**config.mk**
```make
export PLATFORM = sky130hd
export DESIGN_NAME = pmfm_master
export DESIGN_NICKNAME = d
export VERILOG_FILES = /design/src/logic/pmfm_pkg.sv /design/src/logic/pmfm_clk_if.sv /design/src/logic/pmfm_clk_gen.sv /design/src/logic/pmfm_shifter.sv /design/src/logic/pmfm_master.sv
export SDC_FILE = /design/constraint.sdc
export NUM_CORES = 1
export LEC_CHECK = 0
export BUFFER_PORTS_ARGS = -buffer_cell sky130_fd_sc_hd__buf_2
export CORE_MARGIN = 2
export CORE_UTILIZATION = 50
export DETAILED_ROUTE_END_ITERATION = 6
export GPL_TIMING_DRIVEN = 0
export PLACE_DENSITY = 0.7
export SYNTH_ARGS = -nofsm -noshare
export SYNTH_HDL_FRONTEND = slang
export SYNTH_SLANG_ARGS = --single-unit
```
**constraint.sdc**
```tcl
create_clock -name mclk -period 5 [get_ports mclk]
set_input_delay 0.25 -clock mclk [delete_from_list [all_inputs] [get_ports mclk]]
set_output_delay 0.25 -clock mclk [all_outputs]
set_load 0.005 [all_outputs]
```
**src/logic/pmfm_pkg.sv**
```systemverilog
// Contract
// - Preamble-skip set omits preamble; frame starts with start pattern.
// - Writing busy 1 launches one frame with programmed address, index, direction.
// - Busy clears itself when the frame completes.
// - Direction 0 selects read, 1 selects write.
// - Five-bit device address goes into frame PHY address field.
// - Five-bit register index goes into frame register field.
// - Divider codes 0..15 give MDC periods 4,6,8,...,54,60 clocks.
// - Order: preamble, 01, opcode, address, register, turnaround, 16 data, idle.
// - Opcode 10 for read, 01 for write.
// - Read turnaround releases line then PHY drives 0; write drives 1 then 0.
// - PHY drives read data, device captures; line released after data.
// - Clock-always-on set runs MDC continuously, else only during a command.
// - Data register supplies write data and receives captured read data.
package pmfm_pkg;
	localparam logic [3:0] OFS_DATA = 4'h0;
	localparam logic [3:0] OFS_CMD = 4'h4;
	localparam logic [3:0] OFS_IRQ_STAT = 4'h8;
	localparam logic [3:0] OFS_IRQ_EN = 4'hc;
	// Write-only clear sits off the word grid; the address bus is only 4 bits
	localparam logic [3:0] OFS_IRQ_CLR = 4'h2;
	localparam int ADDR_W = 4;
	localparam int POS_DIV = 20;
	localparam int POS_CLKON = 19;
	localparam int POS_PRESKIP = 18;
	localparam int POS_BUSY = 17;
	localparam int POS_WRITE = 16;
	localparam int POS_TARGET_DEVICE_ADDR = 8;
	localparam int POS_REGIX = 0;
	localparam logic [31:0] CMD_RESET = 32'h0090_0000;
	localparam logic [15:0] DATA_RESET = 16'h0000;
	localparam int PREAMBLE_BITS = 32;
	localparam int DATA_BITS = 16;
	localparam int MDC_MIN_NS = 400;
	localparam int CLK_NS = 40;
	localparam int MDC_MIN_CYC = (MDC_MIN_NS + CLK_NS - 1) / CLK_NS;
	localparam logic [1:0] START_PAT = 2'b01;
	localparam logic [1:0] OP_READ = 2'b10;
	localparam logic [1:0] OP_WRITE = 2'b01;

	// Full MDC period in clocks for each divider code
	function automatic logic [5:0] pmfm_period(input logic [3:0] code);
		logic [5:0] p;
		p = 6'h04;
		unique case (code)
			4'h0: p = 6'h04;
			4'h1: p = 6'h06;
			4'h2: p = 6'h08;
			4'h3: p = 6'h0c;
			4'h4: p = 6'h10;
			4'h5: p = 6'h14;
			4'h6: p = 6'h18;
			4'h7: p = 6'h1c;
			4'h8: p = 6'h1e;
			4'h9: p = 6'h20;
			4'ha: p = 6'h24;
			4'hb: p = 6'h28;
			4'hc: p = 6'h2c;
			4'hd: p = 6'h30;
			4'he: p = 6'h36;
			4'hf: p = 6'h3c;
		endcase
		return p;
	endfunction : pmfm_period
endpackage : pmfm_pkg

```
**src/logic/pmfm_clk_if.sv**
```systemverilog
`timescale 1ns/1ps
interface pmfm_clk_if;
	logic [3:0] divCode;
	logic run;
	logic fallTick;
	logic riseTick;
	logic mdcLevel;
	modport gen (input divCode, input run, output fallTick, output riseTick,
		output mdcLevel);
	modport user (output divCode, output run, input fallTick, input riseTick,
		input mdcLevel);
endinterface : pmfm_clk_if

```
**src/logic/pmfm_clk_gen.sv**
```systemverilog
`timescale 1ns/1ps
module pmfm_clk_gen
	import pmfm_pkg::*;
(
	input wire logic mclk,
	input wire logic arst_n,
	pmfm_clk_if.gen ck
);
	logic [5:0] cnt;
	logic [5:0] half;

	always_comb
	begin
		half = pmfm_period(ck.divCode) >> 1;
	end

	// Stops low so a restart begins with a full low half
	always_ff @(posedge mclk or negedge arst_n)
	begin
		if (!arst_n)
		begin
			cnt <= 6'h00;
			ck.mdcLevel <= 1'b0;
			ck.fallTick <= 1'b0;
			ck.riseTick <= 1'b0;
		end
		else if (!ck.run && !ck.mdcLevel)
		begin
			cnt <= 6'h00;
			ck.fallTick <= 1'b0;
			ck.riseTick <= 1'b0;
		end
		else if (cnt + 6'h01 >= half)
		begin
			cnt <= 6'h00;
			ck.mdcLevel <= !ck.mdcLevel;
			ck.riseTick <= !ck.mdcLevel;
			ck.fallTick <= ck.mdcLevel;
		end
		else
		begin
			cnt <= cnt + 6'h01;
			ck.fallTick <= 1'b0;
			ck.riseTick <= 1'b0;
		end
	end
endmodule : pmfm_clk_gen

```
**src/logic/pmfm_shifter.sv**
```systemverilog
`timescale 1ns/1ps
module pmfm_shifter
	import pmfm_pkg::*;
(
	input wire logic mclk,
	input wire logic arst_n,
	pmfm_clk_if.user ck,
	input wire logic start,
	input wire logic isWrite,
	input wire logic preSkip,
	input wire logic [4:0] phyAddr,
	input wire logic [4:0] regIdx,
	input wire logic [15:0] wrData,
	input wire logic mdioIn,
	output logic mdioOut,
	output logic mdioOe_n,
	output logic active,
	output logic done,
	output logic [15:0] rdData
);
	// 32 preamble + 32 frame bits; first bit is bit 63
	logic [63:0] shReg;
	logic [6:0] bitsLeft;
	logic readRelease;
	logic [6:0] frameBits;

	always_comb
	begin
		frameBits = preSkip ? 7'd32 : 7'd64;
	end

	always_ff @(posedge mclk or negedge arst_n)
	begin
		if (!arst_n)
		begin
			shReg <= 64'h0;
			bitsLeft <= 7'h00;
			active <= 1'b0;
			done <= 1'b0;
			mdioOut <= 1'b1;
			mdioOe_n <= 1'b1;
			readRelease <= 1'b0;
		end
		else
		begin
			done <= 1'b0;
			if (start && !active)
			begin
				shReg <= {32'hffff_ffff, START_PAT,
					isWrite ? OP_WRITE : OP_READ, phyAddr, regIdx,
					2'b10, isWrite ? wrData : 16'h0};
				if (preSkip)
					shReg[63:32] <= {START_PAT, isWrite ? OP_WRITE : OP_READ,
						phyAddr, regIdx, 2'b10, isWrite ? wrData : 16'h0};
				bitsLeft <= frameBits;
				active <= 1'b1;
				readRelease <= !isWrite;
			end
			else if (active && ck.fallTick)
			begin
				if (bitsLeft == 7'h00)
				begin
					mdioOe_n <= 1'b1;
					active <= 1'b0;
					done <= 1'b1;
				end
				else
				begin
					mdioOut <= shReg[63];
					shReg <= {shReg[62:0], 1'b0};
					bitsLeft <= bitsLeft - 7'h01;
					// Read: release from turnaround onward
					mdioOe_n <= readRelease && bitsLeft <= 7'd18;
				end
			end
		end
	end

	always_ff @(posedge mclk or negedge arst_n)
	begin
		if (!arst_n)
			rdData <= DATA_RESET;
		else if (active && readRelease && ck.riseTick && bitsLeft < 7'd16)
			rdData <= {rdData[14:0], mdioIn};
	end
endmodule : pmfm_shifter

```
**src/logic/pmfm_master.sv**
```systemverilog
// Added by the designer: the Avalon-MM slave port and the register addresses.
`timescale 1ns/1ps
module pmfm_master
	import pmfm_pkg::*;
(
	input wire logic mclk,
	input wire logic arst_n,
	input wire logic [pmfm_pkg::ADDR_W-1:0] avsAddress,
	input wire logic avsRead,
	input wire logic avsWrite,
	input wire logic [31:0] avsWritedata,
	input wire logic [3:0] avsByteenable,
	output logic [31:0] avsReaddata,
	output logic avsWaitrequest,
	output logic mdc,
	input wire logic mdioIn,
	output logic mdioOut,
	output logic mdioOe_n,
	output logic irq
);
	import pmfm_pkg::*;

	pmfm_clk_if ck();

	logic [3:0] divCode;
	logic clkOn;
	logic preSkip;
	logic busy;
	logic isWrite;
	logic [4:0] phyAddr;
	logic [4:0] regIdx;
	logic [15:0] dataWord;
	logic [1:0] irqStat;
	logic [1:0] irqEn;
	logic startReq;
	logic shActive;
	logic shDone;
	logic [15:0] shRd;
	logic mdoRaw;
	logic mdoeRaw;
	logic wrHit;
	logic rdHit;
	logic [31:0] cmdWord;

	assign ck.divCode = divCode;
	assign ck.run = clkOn || busy || shActive;

	pmfm_clk_gen u_clk (
		.mclk(mclk),
		.arst_n(arst_n),
		.ck(ck)
	);

	pmfm_shifter u_sh (
		.mclk(mclk),
		.arst_n(arst_n),
		.ck(ck),
		.start(startReq),
		.isWrite(isWrite),
		.preSkip(preSkip),
		.phyAddr(phyAddr),
		.regIdx(regIdx),
		.wrData(dataWord),
		.mdioIn(mdioIn),
		.mdioOut(mdoRaw),
		.mdioOe_n(mdoeRaw),
		.active(shActive),
		.done(shDone),
		.rdData(shRd)
	);

	// One wait cycle per access keeps read data registered
	always_ff @(posedge mclk or negedge arst_n)
	begin
		if (!arst_n)
			avsWaitrequest <= 1'b1;
		else
			avsWaitrequest <= !((avsRead || avsWrite) && avsWaitrequest);
	end
	assign wrHit = avsWrite && !avsWaitrequest;
	assign rdHit = avsRead && avsWaitrequest;

	assign cmdWord = {8'h00, divCode, clkOn, preSkip, busy, isWrite,
		3'h0, phyAddr, 3'h0, regIdx};

	// Command fields frozen while a frame runs
	always_ff @(posedge mclk or negedge arst_n)
	begin
		if (!arst_n)
		begin
			divCode <= CMD_RESET[POS_DIV+3:POS_DIV];
			clkOn <= CMD_RESET[POS_CLKON];
			preSkip <= CMD_RESET[POS_PRESKIP];
			isWrite <= CMD_RESET[POS_WRITE];
			phyAddr <= CMD_RESET[POS_TARGET_DEVICE_ADDR+4:POS_TARGET_DEVICE_ADDR];
			regIdx <= CMD_RESET[POS_REGIX+4:POS_REGIX];
		end
		else if (wrHit && avsAddress == OFS_CMD && !busy)
		begin
			if (avsByteenable[2])
			begin
				divCode <= avsWritedata[POS_DIV+3:POS_DIV];
				clkOn <= avsWritedata[POS_CLKON];
				preSkip <= avsWritedata[POS_PRESKIP];
				isWrite <= avsWritedata[POS_WRITE];
			end
			if (avsByteenable[1])
				phyAddr <= avsWritedata[POS_TARGET_DEVICE_ADDR+4:POS_TARGET_DEVICE_ADDR];
			if (avsByteenable[0])
				regIdx <= avsWritedata[POS_REGIX+4:POS_REGIX];
		end
	end

	always_ff @(posedge mclk or negedge arst_n)
	begin
		if (!arst_n)
		begin
			busy <= CMD_RESET[POS_BUSY];
			startReq <= 1'b0;
		end
		else
		begin
			startReq <= 1'b0;
			if (wrHit && avsAddress == OFS_CMD && avsByteenable[2]
				&& avsWritedata[POS_BUSY] && !busy)
			begin
				busy <= 1'b1;
				startReq <= 1'b1;
			end
			else if (shDone)
				busy <= 1'b0;
		end
	end

	always_ff @(posedge mclk or negedge arst_n)
	begin
		if (!arst_n)
			dataWord <= DATA_RESET;
		else if (shDone && !isWrite)
			dataWord <= shRd;
		else if (wrHit && avsAddress == OFS_DATA && !busy)
		begin
			if (avsByteenable[0])
				dataWord[7:0] <= avsWritedata[7:0];
			if (avsByteenable[1])
				dataWord[15:8] <= avsWritedata[15:8];
		end
	end

	// Bit 0 frame done, bit 1 busy write refused; set wins over clear
	always_ff @(posedge mclk or negedge arst_n)
	begin
		if (!arst_n)
		begin
			irqStat <= 2'b00;
			irqEn <= 2'b00;
		end
		else
		begin
			if (wrHit && avsAddress == OFS_IRQ_EN && avsByteenable[0])
				irqEn <= avsWritedata[1:0];
			irqStat <= (irqStat & ~((wrHit && avsAddress == OFS_IRQ_CLR
				&& avsByteenable[0]) ? avsWritedata[1:0] : 2'b00))
				| {wrHit && busy && (avsAddress == OFS_CMD
				|| avsAddress == OFS_DATA), shDone};
		end
	end

	always_ff @(posedge mclk or negedge arst_n)
	begin
		if (!arst_n)
		begin
			avsReaddata <= 32'h0;
			irq <= 1'b0;
			mdc <= 1'b0;
			mdioOut <= 1'b1;
			mdioOe_n <= 1'b1;
		end
		else
		begin
			irq <= |(irqStat & irqEn);
			mdc <= ck.mdcLevel;
			mdioOut <= mdoRaw;
			mdioOe_n <= mdoeRaw;
			if (rdHit)
			begin
				unique case (avsAddress)
					OFS_DATA: avsReaddata <= {16'h0, dataWord};
					OFS_CMD: avsReaddata <= cmdWord;
					OFS_IRQ_STAT: avsReaddata <= {30'h0, irqStat};
					OFS_IRQ_EN: avsReaddata <= {30'h0, irqEn};
					default: avsReaddata <= 32'h0;
				endcase
			end
		end
	end
endmodule : pmfm_master

```
==> Word-level counts from Yosys, hierarchy flattened <==
Memory sizes are Yosys's and may differ from the RTL's.
Cells that the tools add are included.
{ "classes": {"n_addsub": 2, "n_mul": 0, "div": 0, "magnitude_cmp": 3, "eq_ne": 5, "n_shift": 0, "muxes": 32, "bitwise": 7, "reduce_logical": 54} }
{ "op_table": {"columns": ["cell", "count"], "rows": [
  ["64-bit 2-to-1 mux", 3],
  ["24-bit one-hot mux with 4 select lines", 1],
  ["16-bit 2-to-1 mux", 3],
  ["32-bit 2-to-1 mux", 1],
  ["7-bit 2-to-1 mux", 4],
  ["1-bit logical AND", 24],
  ["2-bit AND reduction", 9],
  ["8-bit 2-to-1 mux", 2],
  ["1-bit 2-to-1 mux", 14],
  ["6-bit 2-to-1 mux", 2],
  ["2-bit nonzero test", 6],
  ["4-bit equality test (second input constant)", 2],
  ["7-bit by 5-bit less-or-equal comparator with 1-bit output (second input constant)", 1],
  ["1-bit logical NOT", 7],
  ["7-bit logical NOT", 1],
  ["7-bit by 5-bit less-than comparator with 1-bit output (second input constant)", 1],
  ["7-bit by 1-bit subtractor with 7-bit output (second input constant)", 1],
  ["6-bit by 1-bit adder with 6-bit output (second input constant)", 1],
  ["6-bit by 5-bit >= comparator with 1-bit output", 1],
  ["2-bit bitwise AND", 2],
  ["4-bit by 2-bit equality test with 1-bit output (second input constant)", 1],
  ["4-bit by 3-bit equality test with 1-bit output (second input constant)", 1],
  ["4-bit logical NOT", 1],
  ["1-bit logical OR", 4],
  ["other kinds (7)", 10]
]} }
{ "totals": {"regBits": 177, "latch_bits": 0, "mem_bits_rw": 0, "mem_bits_ro": 80, "input_bits": 45, "output_inout_bits": 37, "mem_count": 1} }
{ "mem_list": {"columns": ["memory", "depth", "word_bits", "rd", "rd_clocked_by_memory_dff", "wr", "line", "source"], "rows": [
  ["(name not given)", 16, 5, 1, 0, 0, "pmfm_pkg.sv:45", "unique case (code)"]
]} }

==> Depth between registers and ports, before layout <==
Gate-level depths: netlist (run 1).
{ "depth": {"word_depth": 8, "depth_mapped": 11, "mapped_depth_nobuf": 11} }

==> Worst setup path after synthesis (run 1) <==
Ideal clock, no wire load.
{ "synth_timing": {"path_kind": "flip-flop to flip-flop", "from": "register divCode[0] (netlist: ck.divCode[0])", "to": "register u_clk.ck.mdcLevel", "setup_time_ps": 125, "arrival_ps": 2508, "t_required_ps": 4875, "setup_slack_ps": 2368, "path_stages_with_launch": 11, "n_path_buf": 0, "period_less_slack_ps": 2632, "path_cell_list": "dfstp_2 inv_1 ha_1 mux2i_1 o21ai_0 ha_1 nand2b_4 a2111oi_4 nor3_1 nor3_1 mux2_2"} }
{ "synth_between": {"elab_chain_len": 3} }
{ "synth_lines": {"columns": ["element", "line", "source"], "rows": [
  ["from (decl)", "pmfm_master.sv:25", "logic [3:0] divCode;"],
  ["from (signal assigned)", "pmfm_master.sv:91", "divCode <= CMD_RESET[POS_DIV+3:POS_DIV];"],
  ["from (signal assigned)", "pmfm_master.sv:102", "divCode <= avsWritedata[POS_DIV+3:POS_DIV];"],
  ["memory read 16 x 5 bit", null, null],
  ["6-bit by 5-bit >= comparator with 1-bit output", "pmfm_clk_gen.sv:33", "else if (cnt + 6'h01 >= half)"],
  ["2-bit AND reduction (no source line)", null, null],
  ["to (signal assigned)", "pmfm_clk_gen.sv:36", "ck.mdcLevel <= !ck.mdcLevel;"],
  ["to (decl)", "pmfm_clk_if.sv:9", "output mdcLevel);"]
]} }
Every way passes these cells.
A chain may end at the register's enable or synchronous reset.

==> Worst setup path after layout (run 1) <==
Same ends and word-level chain as after synthesis.

==> results.sh, run 1 <==
export IMPL_drt_iter0_markers=605
export IMPL_leakage_nw=4.255
export IMPL_drv_slew=0
export IMPL_vias=5941
export IMPL_synth_area_leader_cell="dfrtp_1"
export IMPL_overflow=0
export IMPL_postCtsSetupBuffers=0
export IMPL_final_antenna_net_count=0
export IMPL_p_per_area_nw_per_um2=329.3
export IMPL_drive_gt1_share_pct=21.79
export IMPL_dr_pass1_iters=6
export IMPL_antennaDiodeCount=0
export IMPL_grt_pass1_wl_microns=30600
export IMPL_finalHoldViolations=0
export IMPL_cts_tree="built"
export IMPL_nFillCells=1261
export IMPL_ir_worst_vdd_v=0.0003097
export IMPL_wl_per_cell_microns=18.04
export IMPL_dieArea_sq_um=16400
export IMPL_core_area_sq_um=15150
export IMPL_max_freq_ghz=0.3486
export IMPL_status="completed"
export IMPL_drv_cap=0
export IMPL_min_period_ps=2869
export IMPL_hold_worst_slack_ps=47.97
export IMPL_synthCells=741
export IMPL_worst_path_max_delay_cell="dfstp_2"
export IMPL_tns_ps=0
export IMPL_place_ws_ps=2120
export IMPL_ctsResizeCount=0
export IMPL_nets=895
export IMPL_crit_cells=10
export IMPL_synth_top_area_share_pct=52.67
export IMPL_ys_flop_type="dfrtp_1"
export IMPL_hp_class="in2reg"
export IMPL_synth_edff_count=0
export IMPL_clkLatencyLatePin_ps=430
export IMPL_setup_viol=0
export IMPL_antenna_found_initial=0
export IMPL_period_share_pct=57.37
export IMPL_cts_path_max_buffers=2
export IMPL_crit_family="compound AO/OA/AOI/OAI gates"
export IMPL_slew_headroom_pct=55.61
export IMPL_ys_warn_count=0
export IMPL_async_flop_share_pct=100.0
export IMPL_cp_slowest_stage_delay_ps=610
export IMPL_crit_fanout=7
export IMPL_crit_required_ps=5320
export IMPL_rows=45
export IMPL_portBuffers=64
export IMPL_synth_cell_types=57
export IMPL_post_route_worst_setup_slack_ps=2131
export IMPL_die_w_microns=128.1
export IMPL_arrival_ps=3180
export IMPL_worst_setup_path_end_kind="flop"
export IMPL_min_path_cells=2
export IMPL_numCtsBuffers=17
export IMPL_die_y_microns=128.1
export IMPL_pin_count=82
export IMPL_netlist_top_cells_area="dfrtp_1 (53%), nand2_1 (9.3%), mux2_2 (3.5%)"
export IMPL_yosysSeqAreaShare_pct=55.06
export IMPL_grt_usage_pct=24.14
export IMPL_grt_max_degree=94
export IMPL_initial_utilization_pct=50.82
export IMPL_rsz0062_at_grt="no"
export IMPL_crit_buf_inv=1
export IMPL_worst_pin_slew_ps=665.8
export IMPL_gp_congestion=0.8630
export IMPL_syn_area_sq_um=7697
export IMPL_clockRootBuffer="clkbuf_16"
export IMPL_r2r_cells=10
export IMPL_synth_common_cells="nand2_1 (191), dfrtp_1 (162), o21ai_0 (48), a31oi_1 (40), clkbuf_1 (28)"
export IMPL_worst_setup_path_start_kind="flop"
export IMPL_ys_seq_elements=169
export IMPL_vias_per_cell=5.729
export IMPL_crit_chain="inv_1 > ha_1 > a21o_1 > o21ai_0 > o21ai_0 > ha_1 > a2111oi_4 > nor3_1 > nor3_1 > mux2_2"
export IMPL_hold_buffers=3
export IMPL_syn2layout_area_growth_pct=16.06
export IMPL_drt_wl_total_microns=18710
export IMPL_cts_reportedPaths_clkPinSlew_ps=60
export IMPL_dp_hpwl_microns=13400
export IMPL_worstSetupPathType="reg2reg"
export IMPL_yosysMostFrequentCell="nand2_1"
export IMPL_htreeDepth=4
export IMPL_fin_skew_ps=9.864
export IMPL_drc=0
export IMPL_grt_pass1_vias=5897
export IMPL_avgSynthCellArea_sq_um=10.39
export IMPL_clock_sinks=169
kinds of logic after synthesis:
| group | after synthesis | share of synthesized area, % |
|---|---|---|
| multiplexers | 56 | 8.778 |
| other | 1 | 0.04872 |
| adder cells (fa/ha/maj) | 14 | 2.276 |
| flip-flops | 169 | 55.06 |
| XOR/XNOR | 8 | 0.9103 |
| AND/OR/NAND/NOR | 276 | 16.24 |
| AO/OA/AOI/OAI | 153 | 12.73 |
| buffers and inverters | 64 | 3.966 |
power breakdown:
part           internal [mW]  total [mW]  switching [mW]
clock network          0.730        1.29           0.560
registers               1.41        1.44          0.0300
logic                  0.101       0.214           0.113
cells in the final DEF (no fill, tap or decap), types with 8 or more instances in the layout:
cell and instances:
mux2i_1 18, nand2_1 191, nor3b_1 11, a32oi_1 16, o21ai_0 48, a31oi_1 40
dfrtp_1 162, clkbuf_16 17, buf_4 13, ha_1 14, a21oi_1 20, mux2_2 24
clkbuf_1 28, buf_2 76, mux2_4 12, a22oi_1 8, conb_1 9, inv_1 9
nor2_1 21, nand3_1 16
per-stage QoR:
step                      power (mW)  util (%)  cells  cell area (sq um)
after floorplan                1.580         -    749               7727
after global placement         1.660     54.69   1001               8283
after detailed placement       1.677     54.94   1002               8320
after CTS                      2.961     58.98   1037               8934
after global routing           3.055     58.98   1037               8934
final                          2.941     58.98   1037               8934
final timing paths:
path	startpoint	end	slack [ps]
max	ck.divCode[0]$_DFFE_PN1P_	u_clk.ck.mdcLevel$_DFFE_PN0P_	2130
min	avsWritedata[21]	ck.divCode[1]$_DFFE_PN0P_	50
max reg2reg	ck.divCode[0]$_DFFE_PN1P_	u_clk.ck.mdcLevel$_DFFE_PN0P_	2130
min reg2reg	u_sh.mdioOut$_DFFE_PN1P_	mdioOut$_DFF_PN1_	370
max in group asynchronous	arst_n	u_sh.shReg[39]$_DFFE_PN0P_	3770
min in group asynchronous	arst_n	u_clk.cnt[1]$_DFF_PN0_	380
layout make-up:
class	count	area [sq um]	share of cell area, %
Sequential cell	169	4238	47.44
Multi-Input combinational cell	516	3184	35.64
Clock buffer	20	466.7	5.224
Timing Repair Buffer	68	387.9	4.342
Buffer	55	271.5	3.039
Tap cell	188	235.2	2.633
Clock inverter	12	116.4	1.303
Inverter	9	33.78	0.3782
flip-flops by register name, summed over array words and instances, names as in the netlist, 4 cells and up:
signal,count
u_sh.shReg,64
avsReaddata,24
u_sh.bitsLeft,7
ck.divCode,4
phyAddr,5
u_sh.rdData,16
regIdx,5
dataWord,16
u_clk.cnt,6
routing by layer:
layer / routed length [microns] / vias to the layer above / global-route usage (%) / share of wire, %
met4: 325 / 0 / 6.723 / 1.7
li1: - / 2745 / - / -
met2: 9048 / 166 / 38.97 / 48
met3: 953 / 26 / 5.676 / 5.1
met1: 8382 / 3004 / 32.99 / 45
met5: 0 / - / 0 / 0
(Power assumes the default switching activity.)
==> run 2, diff against run 1 <==
Clock period 5 ns to 2.8 ns, I/O delays scaled along.
==> results.sh, run 2 (synthesized netlist as in run 1, its figures left out) <==
export IMPL_min_period_ps=2705
export IMPL_htreeDepth=4
export IMPL_vias=6064
export IMPL_crit_top_cell="o21ai_1"
export IMPL_crit_fanout=5
export IMPL_pin_count=82
export IMPL_gp_congestion=0.8630
export IMPL_vias_per_cell=5.726
export IMPL_max_freq_ghz=0.3697
export IMPL_reg_top3="u_sh.shReg x64, avsReaddata x24"
export IMPL_worstSetupPathType="reg2reg"
export IMPL_tns_ps=0
export IMPL_seqPwrFrac_pct=48.6
export IMPL_drv_slew=0
export IMPL_largest_reg_flops=64
export IMPL_crit_required_ps=3150
export IMPL_final_antenna_net_count=0
export IMPL_nets=917
export IMPL_holdPathEnd="dataWord[7]$_DFFE_PN0P_"
export IMPL_final_core_util_pct=60.64
export IMPL_slew_headroom_pct=56.61
export IMPL_fin_skew_ps=11.45
export IMPL_rows=45
export IMPL_dieArea_sq_um=16400
export IMPL_grt_pass1_vias=5983
export IMPL_place_ws_ps=-80.44
export IMPL_worst_setup_path_start_kind="flop"
export IMPL_drt_iter0_markers=545
export IMPL_rsz0062_at_grt="yes"
export IMPL_period_share_pct=96.60
export IMPL_antennaDiodeCount=0
export IMPL_drc=0
export IMPL_intPower_mw=4.020
export IMPL_die_y_microns=128.1
export IMPL_p_comb_share_pct=7.9
export IMPL_grt_usage_pct=24.44
export IMPL_worst_setup_path_end_kind="flop"
export IMPL_top_register="u_sh.shReg"
export IMPL_switchingPower_mw=1.263
export IMPL_r2r_start="ck.divCode[0]$_DFFE_PN1P_"
export IMPL_final_cell_count_no_fill=1059
export IMPL_grt_max_degree=94
export IMPL_status="completed"
export IMPL_clkLatencyLatePin_ps=430
export IMPL_p_per_area_nw_per_um2=575.2
export IMPL_nFillCells=1224
export IMPL_core_area_sq_um=15150
export IMPL_dp_hpwl_microns=13400
export IMPL_r2r_end="u_clk.cnt[3]$_DFF_PN0_"
export IMPL_clkPwrFrac_pct=43.5
export IMPL_finalHoldViolations=0
export IMPL_leakage_nw=4.361
export IMPL_total_power_mw=5.283
export IMPL_post_route_worst_setup_slack_ps=95.26
export IMPL_die_w_microns=128.1
export IMPL_reg2reg_slack_ps=100
export IMPL_drv_cap=0
export IMPL_final_cell_mix="nand2_1 (191), dfrtp_1 (161), buf_2 (76)"
export IMPL_drive_gt1_share_pct=22.62
export IMPL_r2r_cells=10
export IMPL_clockRootBuffer="clkbuf_16"
export IMPL_overflow=0
export IMPL_ir_worst_vdd_v=0.0005043
export IMPL_cts_tree="built"
export IMPL_worst_path_max_delay_cell="or4_4"
export IMPL_antenna_found_initial=0
export IMPL_worstHoldStart="avsWritedata[7]"
export IMPL_portBuffers=64
export IMPL_grt_pass1_wl_microns=31010
export IMPL_min_path_cells=3
export IMPL_regArea_sq_um=4239
export IMPL_wl_per_cell_microns=18.00
export IMPL_multiInputGateArea_sq_um=3219
export IMPL_hp_class="in2reg"
export IMPL_swShare_pct=23.90
export IMPL_worst_pin_slew_ps=650.8
export IMPL_arrival_ps=3060
export IMPL_cp_slowest_stage_delay_ps=580
export IMPL_cts_reportedPaths_clkPinSlew_ps=60
export IMPL_dr_pass1_iters=7
export IMPL_setup_viol=0
export IMPL_cts_path_max_buffers=2
export IMPL_initial_utilization_pct=50.82
export IMPL_crit_chain="inv_4 > ha_4 > a21o_1 > o21ai_1 > o21ai_1 > ha_1 > a2111oi_4 > nor3_2 > or4_4 > nor2b_1"
export IMPL_dp_cells=1002
export IMPL_numCtsBuffers=17
export IMPL_clock_sinks=169
export IMPL_drt_wl_total_microns=19070
export IMPL_syn2layout_area_growth_pct=19.31
export IMPL_final_common_cell="nand2_1"
[run 2: changes by cell type in the layout (fill, tap and decap cells not counted), moves of 2 or more]
| cell | previous run | this run |
|---|---|---|
| ha_4 | 0 | 2 |
| nor3_1 | 6 | 4 |
| ha_1 | 14 | 12 |
| o21ai_1 | 2 | 5 |
| buf_4 | 13 | 17 |
| o21ai_0 | 48 | 45 |
| dlygate4sd3_1 | 3 | 20 |
| inv_1 | 9 | 7 |
| nor3_2 | 1 | 3 |
[run 2: timing repair]
item,CTS,global route
endpoints found under the setup margin,2,6
pin swaps,0,6
hold buffers,20,0
setup buffers,2,3
hold endpoints to repair,92,0
gates resized for setup,1,13
[run 2: layout make-up]
class	instances	share of cell area, %
Buffer	55	2.956
Inverter	9	0.3951
Tap cell	188	2.561
Sequential cell	169	46.16
Clock buffer	20	5.082
Multi-Input combinational cell	516	35.05
Clock inverter	12	1.267
Timing Repair Buffer	90	6.526
[run 2: critical path, delay by kind of cell, from the launching register on]
kind / cells / cell delay, ps
simple gates: 3 / 810
compound gates: 4 / 690
flops: 1 / 570
fa+ha+maj: 2 / 490
buf+inv: 1 / 60
[run 2: worst max path at each step]
stage,from,endpoint
floorplan,ck.divCode[0]$_DFFE_PN1P_,u_clk.ck.mdcLevel$_DFFE_PN0P_
global placement,arst_n,u_sh.shReg[6]$_DFFE_PN0P_
detailed placement,ck.divCode[0]$_DFFE_PN1P_,u_clk.ck.mdcLevel$_DFFE_PN0P_
CTS,ck.divCode[0]$_DFFE_PN1P_,u_clk.cnt[3]$_DFF_PN0_
global route,ck.divCode[0]$_DFFE_PN1P_,u_clk.cnt[3]$_DFF_PN0_
finish,ck.divCode[0]$_DFFE_PN1P_,u_clk.cnt[3]$_DFF_PN0_
[run 2: layer usage]
layer	wire length (microns)	GRT usage, %	vias to the layer above
li1	-	-	2789
met1	8455	33.24	3070
met5	0	0	-
met3	933	5.676	27
met4	340	6.917	0
met2	9339	39.64	178
[run 2: metrics by stage]
step / hold WS [ps] / instance area [sq um]
2_1_floorplan: -155.6 / 7727
3_5_place_dp: 155.1 / 8320
5_1_grt: 9.978 / 9184
6_report: 15.45 / 9184
4_1_cts: 1.671 / 9124
3_3_place_gp: 310.2 / 8283
[run 2: power by group through the flow]
stage	registers, mW	logic, mW	clock network, mW
floorplan	2.60	0.221	0
global placement	2.61	0.360	0
detailed placement	2.61	0.383	0
CTS	2.57	0.413	2.33
global route	2.58	0.464	2.45
finish	2.57	0.415	2.30
